==> src/logic/gfc_pkg.sv <==
package gfc_pkg;

	// ----------------------------------------
	// key values and fixed indices
	// ----------------------------------------
	localparam logic [7:0] GFC_KEY_ENTER = 8'h55;
	localparam logic [7:0] GFC_KEY_EXIT = 8'haa;
	localparam logic [7:0] GFC_IDX_ID = 8'h20;
	localparam logic [7:0] GFC_IDX_REV = 8'h21;
	localparam logic [7:0] GFC_GLOBAL_TOP = 8'h30;
	localparam logic [7:0] GFC_CPL_STRAP_LO = 8'hf0;
	localparam logic [7:0] GFC_CPL_STRAP_HI = 8'h70;
	localparam logic [15:0] GFC_DATA_OFS = 16'h0001;
	localparam int GFC_SOFT_BIT = 0;
	localparam logic [1:0] GFC_STRAP_WAIT = 2'h2;

	// ----------------------------------------
	// reset classes
	// ----------------------------------------
	localparam int GFC_C_HMS = 0;
	localparam int GFC_C_ALL = 1;
	localparam int GFC_C_HM = 2;
	localparam int GFC_C_HMSOFT = 3;
	localparam int GFC_C_MS = 4;
	localparam int GFC_NCLS = 5;

	// ----------------------------------------
	// register entries
	// ----------------------------------------
	localparam int GFC_NREG = 24;
	localparam int GFC_E_CTRL = 0;
	localparam int GFC_E_IDX = 1;
	localparam int GFC_E_LDN = 2;
	localparam int GFC_E_PWRC = 3;
	localparam int GFC_E_PM = 4;
	localparam int GFC_E_OSC = 5;
	localparam int GFC_E_CPL = 6;
	localparam int GFC_E_CPH = 7;
	localparam int GFC_E_CLKM = 8;
	localparam int GFC_E_ACT = 14;
	localparam int GFC_E_BH = 15;
	localparam int GFC_E_BL = 16;
	localparam int GFC_E_IRQ = 17;
	localparam int GFC_E_DMA = 18;
	localparam int GFC_E_MODE = 19;
	localparam int GFC_E_OPT = 20;
	localparam int GFC_E_TYPE = 21;
	localparam int GFC_E_DA = 22;
	localparam int GFC_E_DB = 23;

	localparam logic [7:0] GFC_IDX [GFC_NREG] = '{8'h02, 8'h03, 8'h07, 8'h22, 8'h23, 8'h24,
		8'h26, 8'h27, 8'h28, 8'h2b, 8'h2c, 8'h2d, 8'h2e, 8'h2f, 8'h30, 8'h60, 8'h61, 8'h70,
		8'h74, 8'hf0, 8'hf1, 8'hf2, 8'hf4, 8'hf5};
	localparam logic [7:0] GFC_RST [GFC_NREG] = '{8'h00, 8'h03, 8'h00, 8'h00, 8'h00, 8'h04,
		8'hf0, 8'h03, 8'h00, 8'h00, 8'h00, 8'h00, 8'h00, 8'h00, 8'h00, 8'h03, 8'hf0, 8'h06,
		8'h02, 8'h0e, 8'h00, 8'hff, 8'h00, 8'h00};
	localparam int GFC_CLS [GFC_NREG] = '{GFC_C_HMS, GFC_C_HMS, GFC_C_ALL, GFC_C_ALL,
		GFC_C_HMS, GFC_C_HMS, GFC_C_HM, GFC_C_HM, GFC_C_HMSOFT, GFC_C_MS, GFC_C_MS, GFC_C_MS,
		GFC_C_MS, GFC_C_MS, GFC_C_ALL, GFC_C_ALL, GFC_C_ALL, GFC_C_ALL, GFC_C_ALL, GFC_C_HMS,
		GFC_C_HMS, GFC_C_HMS, GFC_C_HMS, GFC_C_HMS};

	// ----------------------------------------
	// types
	// ----------------------------------------
	typedef enum logic [1:0] {GFC_RUN = 2'b01, GFC_CFG = 2'b10} gfc_state_t;

	typedef struct packed {
		logic rd_n;
		logic wr_n;
		logic [15:0] addr;
		logic [7:0] data;
	} gfc_bus_t;

	typedef struct packed {
		gfc_bus_t bus;
		logic hard;
		logic main_por;
		logic stby_por;
		logic strap;
	} gfc_in_t;

	localparam gfc_in_t GFC_IN_IDLE = '{bus: '{rd_n: 1'b1, wr_n: 1'b1, addr: 16'h0000,
		data: 8'h00}, hard: 1'b0, main_por: 1'b0, stby_por: 1'b0, strap: 1'b0};

	typedef struct packed {
		logic [7:0] ldn;
		logic [7:0] power_ctrl;
		logic [7:0] power_mgmt;
		logic [7:0] osc;
		logic [7:0] clock_mask;
		logic [15:0] port_addr;
	} gfc_global_cfg_t;

	typedef struct packed {
		logic [7:0] activate;
		logic [15:0] base;
		logic [7:0] irq;
		logic [7:0] dma;
		logic [7:0] mode;
		logic [7:0] option;
		logic [7:0] drive_type;
		logic [7:0] drive_a;
		logic [7:0] drive_b;
	} gfc_floppy_cfg_t;

endpackage

==> src/logic/gfc_bank.sv <==
`timescale 1ns/100ps
module gfc_bank #(
	parameter logic [7:0] DEVICE_IDENTIFICATION = 8'h5a,
	parameter logic [7:0] DEVICE_REV = 8'h01,
	parameter logic [7:0] FLOPPY_LDN = 8'h00,
	parameter int SYNC_STAGES = 2
) (
	// clock and reset
	input wire logic clock,
	input wire logic arst_n,
	// host i/o pins
	input wire gfc_pkg::gfc_bus_t host_bus,
	output logic [7:0] host_rdata,
	output logic host_rdata_oe,
	// reset sources and strap
	input wire logic host_hard_reset_input,
	input wire logic main_por,
	input wire logic standby_por,
	input wire logic strap_sel,
	// configuration outputs
	output logic config_mode,
	output gfc_pkg::gfc_global_cfg_t global_cfg,
	output gfc_pkg::gfc_floppy_cfg_t floppy_function
);
	import gfc_pkg::*;

	// ----------------------------------------
	// elaboration checks
	// ----------------------------------------
	generate
		if (SYNC_STAGES < 2)
		begin : g_bad_sync
			$error("sync depth below two stages");
		end
		if (GFC_E_DB != GFC_NREG - 1)
		begin : g_bad_table
			$error("register table size mismatch");
		end
	endgenerate

	// ----------------------------------------
	// input synchroniser
	// ----------------------------------------
	gfc_in_t pin_raw;
	gfc_in_t sync_q [SYNC_STAGES];
	gfc_in_t pins;

	always_comb
	begin
		pin_raw.bus = host_bus;
		pin_raw.hard = host_hard_reset_input;
		pin_raw.main_por = main_por;
		pin_raw.stby_por = standby_por;
		pin_raw.strap = strap_sel;
	end

	always_ff @(posedge clock or negedge arst_n)
	begin
		if (!arst_n)
		begin
			for (int s = 0; s < SYNC_STAGES; s++)
			begin
				sync_q[s] <= GFC_IN_IDLE;
			end
		end
		else
		begin
			sync_q[0] <= pin_raw;
			for (int s = 1; s < SYNC_STAGES; s++)
			begin
				sync_q[s] <= sync_q[s-1];
			end
		end
	end

	assign pins = sync_q[SYNC_STAGES-1];

	// ----------------------------------------
	// write strobe edge
	// ----------------------------------------
	logic wr_prev_q;
	logic wr_ev;

	always_ff @(posedge clock or negedge arst_n)
	begin
		if (!arst_n)
		begin
			wr_prev_q <= 1'b1;
		end
		else
		begin
			wr_prev_q <= pins.bus.wr_n;
		end
	end

	assign wr_ev = wr_prev_q & ~pins.bus.wr_n;

	// ----------------------------------------
	// reset classes
	// ----------------------------------------
	logic soft_q;
	logic [GFC_NCLS-1:0] clr;

	always_comb
	begin
		clr = '0;
		clr[GFC_C_HMS] = pins.hard | pins.main_por | pins.stby_por;
		clr[GFC_C_ALL] = pins.hard | pins.main_por | pins.stby_por | soft_q;
		clr[GFC_C_HM] = pins.hard | pins.main_por;
		clr[GFC_C_HMSOFT] = pins.hard | pins.main_por | soft_q;
		clr[GFC_C_MS] = pins.main_por | pins.stby_por;
	end

	// ----------------------------------------
	// strap capture after release
	// ----------------------------------------
	logic [1:0] init_q;
	logic init_load;
	logic [7:0] strap_rst;

	always_ff @(posedge clock or negedge arst_n)
	begin
		if (!arst_n)
		begin
			init_q <= 2'h0;
		end
		else if (init_q != 2'h3)
		begin
			init_q <= init_q + 2'h1;
		end
	end

	assign init_load = (init_q == GFC_STRAP_WAIT);
	assign strap_rst = pins.strap ? GFC_CPL_STRAP_HI : GFC_CPL_STRAP_LO;

	// ----------------------------------------
	// port decode
	// ----------------------------------------
	logic [7:0] reg_q [GFC_NREG];
	logic [15:0] port_addr;
	logic at_index;
	logic at_data;
	gfc_state_t state_q;
	logic data_wr;

	assign port_addr = {reg_q[GFC_E_CPH], reg_q[GFC_E_CPL]};
	assign at_index = (pins.bus.addr == port_addr);
	assign at_data = (pins.bus.addr == port_addr + GFC_DATA_OFS);
	assign data_wr = (state_q == GFC_CFG) & wr_ev & at_data;

	// ----------------------------------------
	// configuration state
	// ----------------------------------------
	always_ff @(posedge clock or negedge arst_n)
	begin
		if (!arst_n)
		begin
			state_q <= GFC_RUN;
		end
		else if (clr[GFC_C_HMS])
		begin
			state_q <= GFC_RUN;
		end
		else
		begin
			case (state_q)
				GFC_RUN:
				begin
					if (wr_ev && at_index && pins.bus.data == GFC_KEY_ENTER)
					begin
						state_q <= GFC_CFG;
					end
				end
				GFC_CFG:
				begin
					if (wr_ev && at_index && pins.bus.data == GFC_KEY_EXIT)
					begin
						state_q <= GFC_RUN;
					end
				end
				default:
				begin
					state_q <= GFC_RUN;
				end
			endcase
		end
	end

	assign config_mode = (state_q == GFC_CFG);

	// ----------------------------------------
	// index pointer
	// ----------------------------------------
	logic [7:0] index_q;

	always_ff @(posedge clock or negedge arst_n)
	begin
		if (!arst_n)
		begin
			index_q <= 8'h00;
		end
		else if (clr[GFC_C_HMS])
		begin
			index_q <= 8'h00;
		end
		else if (state_q == GFC_CFG && wr_ev && at_index && pins.bus.data != GFC_KEY_EXIT)
		begin
			index_q <= pins.bus.data;
		end
	end

	// ----------------------------------------
	// soft reset pulse
	// ----------------------------------------
	always_ff @(posedge clock or negedge arst_n)
	begin
		if (!arst_n)
		begin
			soft_q <= 1'b0;
		end
		else
		begin
			soft_q <= data_wr & (index_q == GFC_IDX[GFC_E_CTRL]) &
				pins.bus.data[GFC_SOFT_BIT];
		end
	end

	// ----------------------------------------
	// register array
	// ----------------------------------------
	logic [GFC_NREG-1:0] reach;
	logic [GFC_NREG-1:0] wr_hit;

	generate
		for (genvar i = 0; i < GFC_NREG; i++)
		begin : g_reg
			assign reach[i] = (GFC_IDX[i] < GFC_GLOBAL_TOP) ||
				(reg_q[GFC_E_LDN] == FLOPPY_LDN);
			assign wr_hit[i] = data_wr & (index_q == GFC_IDX[i]) & reach[i];

			if (i == GFC_E_CPL)
			begin : g_strap
				always_ff @(posedge clock or negedge arst_n)
				begin
					if (!arst_n)
					begin
						reg_q[i] <= GFC_RST[i];
					end
					else if (clr[GFC_CLS[i]] || init_load)
					begin
						reg_q[i] <= strap_rst;
					end
					else if (wr_hit[i])
					begin
						reg_q[i] <= pins.bus.data;
					end
				end
			end
			else
			begin : g_plain
				always_ff @(posedge clock or negedge arst_n)
				begin
					if (!arst_n)
					begin
						reg_q[i] <= GFC_RST[i];
					end
					else if (clr[GFC_CLS[i]])
					begin
						reg_q[i] <= GFC_RST[i];
					end
					else if (wr_hit[i])
					begin
						reg_q[i] <= pins.bus.data;
					end
				end
			end
		end
	endgenerate

	// ----------------------------------------
	// read mux
	// ----------------------------------------
	logic [7:0] rd_val;
	logic rd_act;

	assign rd_act = ~pins.bus.rd_n & (state_q == GFC_CFG) & (at_index | at_data);

	always_comb
	begin
		rd_val = 8'h00;
		if (at_index)
		begin
			rd_val = index_q;
		end
		else if (index_q == GFC_IDX_ID)
		begin
			rd_val = DEVICE_IDENTIFICATION;
		end
		else if (index_q == GFC_IDX_REV)
		begin
			rd_val = DEVICE_REV;
		end
		else
		begin
			for (int k = 0; k < GFC_NREG; k++)
			begin
				if (k != GFC_E_CTRL && index_q == GFC_IDX[k] && reach[k])
				begin
					rd_val = reg_q[k];
				end
			end
		end
	end

	always_ff @(posedge clock or negedge arst_n)
	begin
		if (!arst_n)
		begin
			host_rdata <= 8'h00;
			host_rdata_oe <= 1'b0;
		end
		else
		begin
			host_rdata <= rd_act ? rd_val : 8'h00;
			host_rdata_oe <= rd_act;
		end
	end

	// ----------------------------------------
	// configuration outputs
	// ----------------------------------------
	always_comb
	begin
		global_cfg.ldn = reg_q[GFC_E_LDN];
		global_cfg.power_ctrl = reg_q[GFC_E_PWRC];
		global_cfg.power_mgmt = reg_q[GFC_E_PM];
		global_cfg.osc = reg_q[GFC_E_OSC];
		global_cfg.clock_mask = reg_q[GFC_E_CLKM];
		global_cfg.port_addr = port_addr;
		floppy_function.activate = reg_q[GFC_E_ACT];
		floppy_function.base = {reg_q[GFC_E_BH], reg_q[GFC_E_BL]};
		floppy_function.irq = reg_q[GFC_E_IRQ];
		floppy_function.dma = reg_q[GFC_E_DMA];
		floppy_function.mode = reg_q[GFC_E_MODE];
		floppy_function.option = reg_q[GFC_E_OPT];
		floppy_function.drive_type = reg_q[GFC_E_TYPE];
		floppy_function.drive_a = reg_q[GFC_E_DA];
		floppy_function.drive_b = reg_q[GFC_E_DB];
	end

endmodule

==> config.mk <==
export PLATFORM = sky130hd
export DESIGN_NAME = gfc_bank
export DESIGN_NICKNAME = d
export VERILOG_FILES = /design/src/logic/gfc_pkg.sv /design/src/logic/gfc_bank.sv
export SDC_FILE = /design/constraint.sdc
export NUM_CORES = 1
export LEC_CHECK = 0
export ABC_AREA = 1
export BUFFER_PORTS_ARGS = -buffer_cell sky130_fd_sc_hd__buf_2
export CAP_MARGIN = 20
export CORE_UTILIZATION = 55
export DETAILED_ROUTE_END_ITERATION = 8
export PLACE_DENSITY = 0.77
export SKIP_CTS_REPAIR_TIMING = 1
export SYNTH_ARGS = -nofsm -noshare
export SYNTH_HDL_FRONTEND = slang
export SYNTH_SLANG_ARGS = --single-unit
==> constraint.sdc <==
create_clock -name clock -period 4.2 [get_ports clock]
set_input_delay 0.84 -clock clock [delete_from_list [all_inputs] [get_ports clock]]
set_output_delay 0.84 -clock clock [all_outputs]
set_load 0.005 [all_outputs]
# ---- Word level (Yosys, flattened, before mapping)
# Index checks and enable logic that the tools add are counted.
dict set report word_totals {
  inputBits 32
  reg_bits 267
  elab_cells 256
  out_inout_bits 146
}
dict set report op_classes {
  muxes 80
  n_reduce_logical 43
  addsub 2
  eq_ne 37
  bitwise 48
}
# operator count
set ops {}
lappend ops {{$mux W8} 76}
lappend ops {{$eq A8 B6 Y1 const B} 14}
lappend ops {{$eq A8 B8 Y1 const B} 6}
lappend ops {{$reduce_bool A2 Y1} 24}
lappend ops {{$and A1 B1 Y1} 40}
lappend ops {{$eq A8 B7 Y1 const B} 5}
lappend ops {{$eq A16 B16 Y1} 2}
lappend ops {{$add A16 B1 Y16 const B} 1}
lappend ops {{$eq A8 B2 Y1 const B} 2}
lappend ops {{$logic_and A1 B1 Y1} 16}
lappend ops {{$eq A8 B3 Y1 const B} 1}
lappend ops {{$logic_not A8 Y1} 1}
lappend ops {{$ne A8 B8 Y1 const B} 1}
lappend ops {{$mux W2} 3}
lappend ops {{$or A1 B1 Y1} 6}
lappend ops {{$eq A2 B2 Y1 const B} 2}
lappend ops {{$pmux W2 S2} 1}
lappend ops {{$ne A3 B1 Y1 const B} 1}
lappend ops {{$ne A3 B3 Y1 const B} 1}
lappend ops {{$add A2 B1 Y2 const B} 1}
lappend ops {{$eq A2 B1 Y1 const B} 1}
lappend ops {{$ne A2 B2 Y1 const B} 1}
lappend ops {{$not A1 Y1} 2}
lappend ops {{$reduce_and A2 Y1} 1}
lappend ops {{$logic_or A1 B1 Y1} 1}

# ---- Longest topological paths before layout
# Gate-level depths: netlist of run 1.
dict set report logic_depth {
  word_depth 28
  depth_mapped 20
  mapped_depth_nobuf 20
}

# ---- Worst setup path before layout of run 1
# OpenSTA, ideal clock, no wires.
dict set report synth_timing {
  path_type {reg2reg}
  startpoint {register reg_q (netlist bit global_cfg[0])}
  endpoint {register reg_q (netlist bit floppy_function[57])}
  stages_incl_launch_ff 15
  setup_slack_ns 1.596
  t_arrival_ns 2.479
  setup_ns 0.125
  path_cell_list {dfrtp_1 > ha_1 > nand3_1 > nor2_2 > nand3_1 > nor2_2 > nand2_1 > o21ai_1 > nand2_1 > nor3_1 > nand3_1 > nor2_4 > nand2_1 > nand2_2 > mux2_2}
}
dict set report synth_between {
  elab_chain_len 6
}
# element line_no
set synth_rtl {}
lappend synth_rtl {{start: declaration} gfc_bank.sv:139} ;# logic [7:0] reg_q [GFC_NREG];
lappend synth_rtl {{start signal: indexed assignment} gfc_bank.sv:247} ;# reg_q[i] <= GFC_RST[i];
lappend synth_rtl {{start signal: indexed assignment} gfc_bank.sv:251} ;# reg_q[i] <= strap_rst;
lappend synth_rtl {{start signal: indexed assignment} gfc_bank.sv:255} ;# reg_q[i] <= pins.bus.data;
lappend synth_rtl {{$add A16 B1 Y16} gfc_bank.sv:148} ;# assign at_data = (pins.bus.addr == port_addr + GFC_DATA_OFS);
lappend synth_rtl {{$eq A16 B16 Y1} gfc_bank.sv:148}
lappend synth_rtl {{$and A1 B1 Y1} gfc_bank.sv:149} ;# assign data_wr = (state_q == GFC_CFG) & wr_ev & at_data;
lappend synth_rtl {{$and A1 B1 Y1 (2 in a row)} gfc_bank.sv:239} ;# assign wr_hit[i] = data_wr & (index_q == GFC_IDX[i]) & reach[i];
lappend synth_rtl {{$reduce_bool A2 Y1 (no source line)} -}
# Every way passes these cells.
# A chain may end at the register's enable or synchronous reset.

# ---- Worst setup path in the final report of run 1
dict set report layout_timing {
  startpoint {register reg_q (netlist bit global_cfg[1])}
  endpoint {register reg_q (netlist bit floppy_function[0])}
}
# The elaborated chain is that of the path after synthesis.

==> flow_metrics.py, run 1 <==
metrics = {
    "route": {
        "firstDrtPassIters": 8,
        "vias_per_cell": 5.619,
        "drt_first_iter_violations": 1251,
        "wl_met1_um": 15290,
        "ant_nets": 0,
        "top_layer_used": "met4",
        "wl_met3_um": 3513,
        "vias": 11193,
        "wl_met2_um": 16880,
        "avgRoutedWirePerCell_um": 18.82,
        "drc": 0,
        "routed_wl_um": 37480,
    },
    "setup_path": {
        "crit_required_ns": 4.61,
        "cp_max_fo": 16,
        "worstSetupPathType": "reg2reg",
        "cp.arrival_ns": 3.88,
        "worst_setup_path_start_kind": "register",
        "end_kind": "register",
    },
    "finish": {
        "multi_input_area_um2": 4830,
        "diodes": 0,
        "syn2layout_area_growth_pct": 8.705,
        "final_core_util": 0.6133,
        "drive_gt1_frac": 0.1817,
        "seqCellArea_um2": 6725,
        "stdcell_count": 1992,
        "nets": 1687,
        "fillers": 2101,
    },
    "yosys": {
        "synthArstFlopShare": 1.000,
        "synth_cells": 1601,
        "synth_largest_area_cell": "dfrtp_1",
        "ys_seq_elements": 267,
        "synth-seq-area-share": 0.5064,
        "yosys.area.top_type_share": 0.4371,
        "syn_area_um2": 13280,
        "synthFlopType": "dfrtp_1",
        "synth_cell_type_count": 41,
        "yosys-top-cells-area": "dfrtp_1, nand2_1, buf_4",
        "synth_most_common_cell": "nand2_1",
        "syn_avg_cell_area_um2": 8.296,
        "synth_edf_count": 0,
        "yosysWarnings": 0,
        "synthesis.nets": 1636,
        "synth_common_cells": "nand2_1, dfrtp_1, nor2_1",
    },
    "sta": {
        "relSlewSlack": 0.3796,
        "post-route-period-util": 0.8263,
        "period_needed_ns": 3.470,
        "max_freq_ghz": 0.2881,
        "finalSetupViolations": 0,
        "rsz0062_at_grt": "no",
        "finalClockSkew_ns": 0.02231,
        "final.setup.tns_ns": 0,
        "hold_violations": 0,
        "maxSlewViolCount": 0,
        "worst_pin_slew_ns": 0.9251,
    },
    "floorplanning": {
        "core_um2": 23540,
        "die_h_um": 157.4,
        "start_util": 0.5641,
        "ios": 178,
        "die_x_um": 157.4,
        "dieArea_um2": 24770,
        "num_rows": 56,
    },
    "clock_tree": {
        "cts_made_buffers": 28,
        "root_buffer": "clkbuf_16",
        "h-tree-depth": 1,
        "cts_tree": "done",
        "numClockSinks": 267,
        "clockBufferDepth": 3,
        "clkTransAtPathRegs_ns": 0.06,
        "clk_latency_ns": 0.56,
    },
    "hold_path": {
        "hp-class": "in2async",
    },
    "grt": {
        "grt_usage": 0.3096,
        "antenna_found_initial": 0,
        "grt_max_degree": 113,
        "first_global_vias": 10408,
        "grt_overflow": 0,
        "grt_pass1_wl_um": 57760,
    },
    "placed_design": {
        "routabilityCongestion": 0.9731,
        "dpl.hpwl_um": 27290,
        "dpl.cell_count": 1940,
        "portBuffers": 177,
    },
    "power": {
        "leakagePower_nw": 7.058,
        "irDropWorstVdd_uv": 310.6,
        "powerDensity_nw_per_um2": 381.3,
    },
    "run_status": {
        "outcome": "finished clean",
    },
    "flow_run": {
        "maxCapViolations": 0,
    },
}
## worst max-delay path, stage by stage, from the launching register on
cell	delay, ns
dfrtp_1	0.46
ha_1	0.23
nand3_1	0.13
nor2_2	0.15
nand3_1	0.14
nor2_2	0.17
inv_1	0.07
nand2_1	0.08
nand3_1	0.07
a211oi_1	0.22
o211ai_1	0.16
nor4_2	0.15
nand2_1	0.09
inv_2	0.41
nand3_1	0.50
nand3_1	0.20
o21ai_0	0.11
## layer usage
layer	GRT usage	up-vias
li1	-	5168
met1	0.4219	5267
met2	0.4842	633
met3	0.05286	125
met4	0.1419	0
met5	0	-
## where the power goes
part / leakage [nW] / internal (mW) / switching [mW]
Sequential: 3.45 / 2.64 / 0.0536
Combinational: 3.14 / 0.0724 / 0.204
Clock: 0.462 / 1.50 / 1.03
Total: 7.06 / 4.21 / 1.29
## cells by family after synthesis
| kind of cell | share of synthesized area |
|---|---|
| compound gates | 0.07565 |
| flops | 0.5064 |
| mux | 0.003391 |
| fa+ha+maj | 0.002826 |
| simple gates | 0.2667 |
| buf+inv | 0.1306 |
| xor+xnor | 0.01451 |
## worst paths after layout
check | from | endpoint | slack [ns] | depth (start not counted)
min in group clock | sync_q[31]$_DFF_PN0_ | pins[1]$_DFF_PN0_ | 0.35 | 0
setup / recovery | global_cfg[1]$_DFFE_PN0P_ | floppy_function[0]$_DFFE_PN0P_ | 0.73 | 16
setup reg to reg | global_cfg[1]$_DFFE_PN0P_ | floppy_function[0]$_DFFE_PN0P_ | 0.73 | 16
hold reg to reg | sync_q[31]$_DFF_PN0_ | pins[1]$_DFF_PN0_ | 0.35 | 0
max in group asynchronous | arst_n | floppy_function[65]$_DFFE_PN1P_ | 2.86 | 2
hold / removal | arst_n | floppy_function[11]$_DFFE_PN0P_ | 0.34 | 1
## through the flow
step | area (µm²) | worst slack (ns) | hold WS [ns] | total power, mW
2_1_floorplan | 13280 | 1.596 | 0.3312 | 2.884
3_3_place_gp | 13490 | 0.9100 | 0.3322 | 3.010
3_5_place_dp | 13490 | 0.7842 | 0.3347 | 3.014
4_1_cts | 14430 | 0.7605 | 0.3477 | 5.524
5_1_grt | 14440 | 0.4101 | 0.3547 | 5.666
6_report | 14440 | 0.7296 | 0.3427 | 5.506
## registers in the layout (all words and copies together), names as in the netlist, 2 cells and up
register / count
floppy_function: 80
pins: 30
state_q: 2
reg_q: 48
global_cfg: 56
init_q: 2
host_rdata: 8
sync_q: 30
index_q: 8
## layout make-up
| class | count | share of cell area |
|---|---|---|
| clock buffers | 36 | 0.05416 |
| clock inverters | 15 | 0.01144 |
| inverters | 146 | 0.03796 |
| multi-input cells | 1021 | 0.3345 |
| flip-flops and latches | 267 | 0.4658 |
| well taps | 319 | 0.02765 |
| repair buffers | 188 | 0.06846 |
## placed cells by master (no fill, tap or decap), types with 11 or more instances in the layout
cell and n:
o211ai_1 11, inv_1 140, nand2_1 401, buf_2 177, a21oi_1 33, dfstp_2 35
clkbuf_16 29, nand3_1 140, o21ai_0 113, o21ai_1 14, nor3_1 17, nand4_1 42
xor2_1 17, dfrtp_1 232, nor2_1 170
(Power assumes the default switching activity.)
==> run 2, diff against run 1 <==
Clock period 4.2 ns to 3.65 ns, I/O delays scaled along.
==> run 2 against run 1 <==
Final cell count up 0.35%. Sequential power up 15%. Maximum frequency up 5.1%. Worst hold slack worse by 0.10 ns. Utilization up 0.94 points. Non-clock buffer count up 6. Clock-buffer cell count down 4. Critical endpoint is now floppy_function[57]$_DFFE_PN0P_. Largest power group is now the clock network.
==> flow_metrics.py, run 2 (synthesis results as in run 1) <==
metrics = {
    "sta": {
        "period_needed_ns": 3.301,
        "finalSetupViolations": 0,
        "maxSlewViolCount": 0,
        "rsz0062_at_grt": "no",
        "max_freq_ghz": 0.3029,
        "post-route-period-util": 0.9044,
        "relSlewSlack": 0.3224,
        "finalClockSkew_ns": 0.01494,
        "worst_pin_slew_ns": 1.007,
        "hold_violations": 0,
        "final.setup.tns_ns": 0,
    },
    "finish": {
        "final_area_um2": 14660,
        "final_core_util": 0.6227,
        "final_common_cell": "nand2_1",
        "diodes": 0,
        "drive_gt1_frac": 0.1887,
        "syn2layout_area_growth_pct": 10.37,
        "final_cell_mix": "nand2_1, dfrtp_1, buf_2",
        "stdcell_count": 1999,
        "fillers": 2081,
        "nets": 1693,
        "largest_reg_flops": 80,
    },
    "grt": {
        "grt_max_degree": 109,
        "first_global_vias": 10688,
        "grt_overflow": 0,
        "antenna_found_initial": 0,
        "grt_usage": 0.3161,
        "grt_pass1_wl_um": 59200,
    },
    "route": {
        "routed_wl_um": 38430,
        "vias": 11359,
        "drc": 0,
        "vias_per_cell": 5.682,
        "firstDrtPassIters": 6,
        "drt_first_iter_violations": 1356,
        "ant_nets": 0,
        "avgRoutedWirePerCell_um": 19.22,
    },
    "hold_path": {
        "hp-class": "in2async",
    },
    "setup_path": {
        "r2r-start": "global_cfg[1]$_DFFE_PN0P_",
        "worst_setup_path_start_kind": "register",
        "cp_max_fo": 9,
        "crit_required_ns": 4.09,
        "rrSetupSlack_ns": 0.35,
        "ff2ff_path_depth": 14,
        "worstSetupPathType": "reg2reg",
        "r2r_end": "floppy_function[57]$_DFFE_PN0P_",
        "cp.arrival_ns": 3.74,
        "end_kind": "register",
    },
    "floorplanning": {
        "num_rows": 56,
        "ios": 178,
        "die_x_um": 157.4,
        "core_um2": 23540,
        "die_h_um": 157.4,
        "start_util": 0.5641,
        "dieArea_um2": 24770,
    },
    "placed_design": {
        "placed_area_um2": 13550,
        "portBuffers": 177,
        "dpl.cell_count": 1947,
        "routabilityCongestion": 0.9869,
        "dpl.hpwl_um": 27850,
    },
    "clock_tree": {
        "clk_latency_ns": 0.55,
        "h-tree-depth": 1,
        "numClockSinks": 267,
        "clkTransAtPathRegs_ns": 0.06,
        "cts_made_buffers": 28,
        "cts_tree": "done",
        "root_buffer": "clkbuf_16",
        "clockBufferDepth": 3,
    },
    "power": {
        "powerDensity_nw_per_um2": 461.6,
        "irDropWorstVdd_uv": 393.2,
        "total_power_mw": 6.767,
        "leakagePower_nw": 7.162,
    },
    "flow_run": {
        "maxCapViolations": 0,
    },
    "run_status": {
        "outcome": "finished clean",
    },
}
==> run 2: changes by cell type in the layout (fill, tap and decap cells not counted) <==
cell       delta
buf_4         +6
bufinv_16     +6
clkbuf_1      -3
nand3_1       -3
nand3_2       +3
buf_12        +1
buf_2         -1
clkbuf_8      -1
clkinv_4      -1
==> run 2: how the worst max path moves through the flow <==
stage,startpoint,endpoint,slack (ns),depth (start not counted)
2_1_floorplan,global_cfg[0]$_DFFE_PN0P_,floppy_function[57]$_DFFE_PN0P_,1.05,14
3_3_place_gp,global_cfg[4]$_DFFE_PN1P_,floppy_function[57]$_DFFE_PN0P_,0.47,11
3_5_place_dp,global_cfg[1]$_DFFE_PN0P_,floppy_function[2]$_DFFE_PN0P_,0.35,15
4_1_cts,global_cfg[1]$_DFFE_PN0P_,floppy_function[2]$_DFFE_PN0P_,0.34,15
5_1_grt,global_cfg[1]$_DFFE_PN0P_,global_cfg[55]$_DFFE_PN0P_,0.009,18
6_report,global_cfg[1]$_DFFE_PN0P_,floppy_function[57]$_DFFE_PN0P_,0.35,14
==> run 2: power breakdown <==
part           switching [mW]  leakage, nW  internal [mW]
sequential             0.0612         3.45           3.04
clock                    1.22        0.532           2.12
combinational           0.237         3.18         0.0864
total                    1.52         7.16           5.25
==> run 2: routing by layer <==
layer,vias to the layer above,GRT usage,share of wire
met3,136,0.04653,0.086
met5,-,0,0
li1,5194,-,-
met4,0,0.1424,0.047
met2,640,0.5011,0.46
met1,5389,0.4308,0.41
==> run 2: critical path, cell delays in order, from the launching register on <==
cell and delay [ns]:
dfrtp_1 0.46, ha_1 0.22, nand3_1 0.13, nor2_2 0.14, nand3_1 0.14, nor2_2 0.16
nand2_1 0.13, o21ai_1 0.18, nand2_1 0.08, nor3_1 0.14, nand3_1 0.26, nor2_4 0.34
nand2_1 0.24, nand2_2 0.22, mux2_2 0.35
==> run 2: area by class of cell <==
cell class | count | area (µm²) | area share
sequential | 267 | 6725 | 0.4588
multi-input combinational | 1021 | 4845 | 0.3305
timing repair buffer | 194 | 1049 | 0.07153
clock buffer | 32 | 757.0 | 0.05164
inverter | 146 | 548.0 | 0.03738
tap | 319 | 399.1 | 0.02723
clock inverter | 20 | 336.6 | 0.02296
==> run 2: through the flow <==
step / hold WS (ns) / setup slack [ns]
3_3_place_gp: 0.3326 / 0.4718
6_report: 0.2382 / 0.3490
4_1_cts: 0.2680 / 0.3354
5_1_grt: 0.2748 / 0.009298
3_5_place_dp: 0.3355 / 0.3514
2_1_floorplan: 0.3312 / 1.046
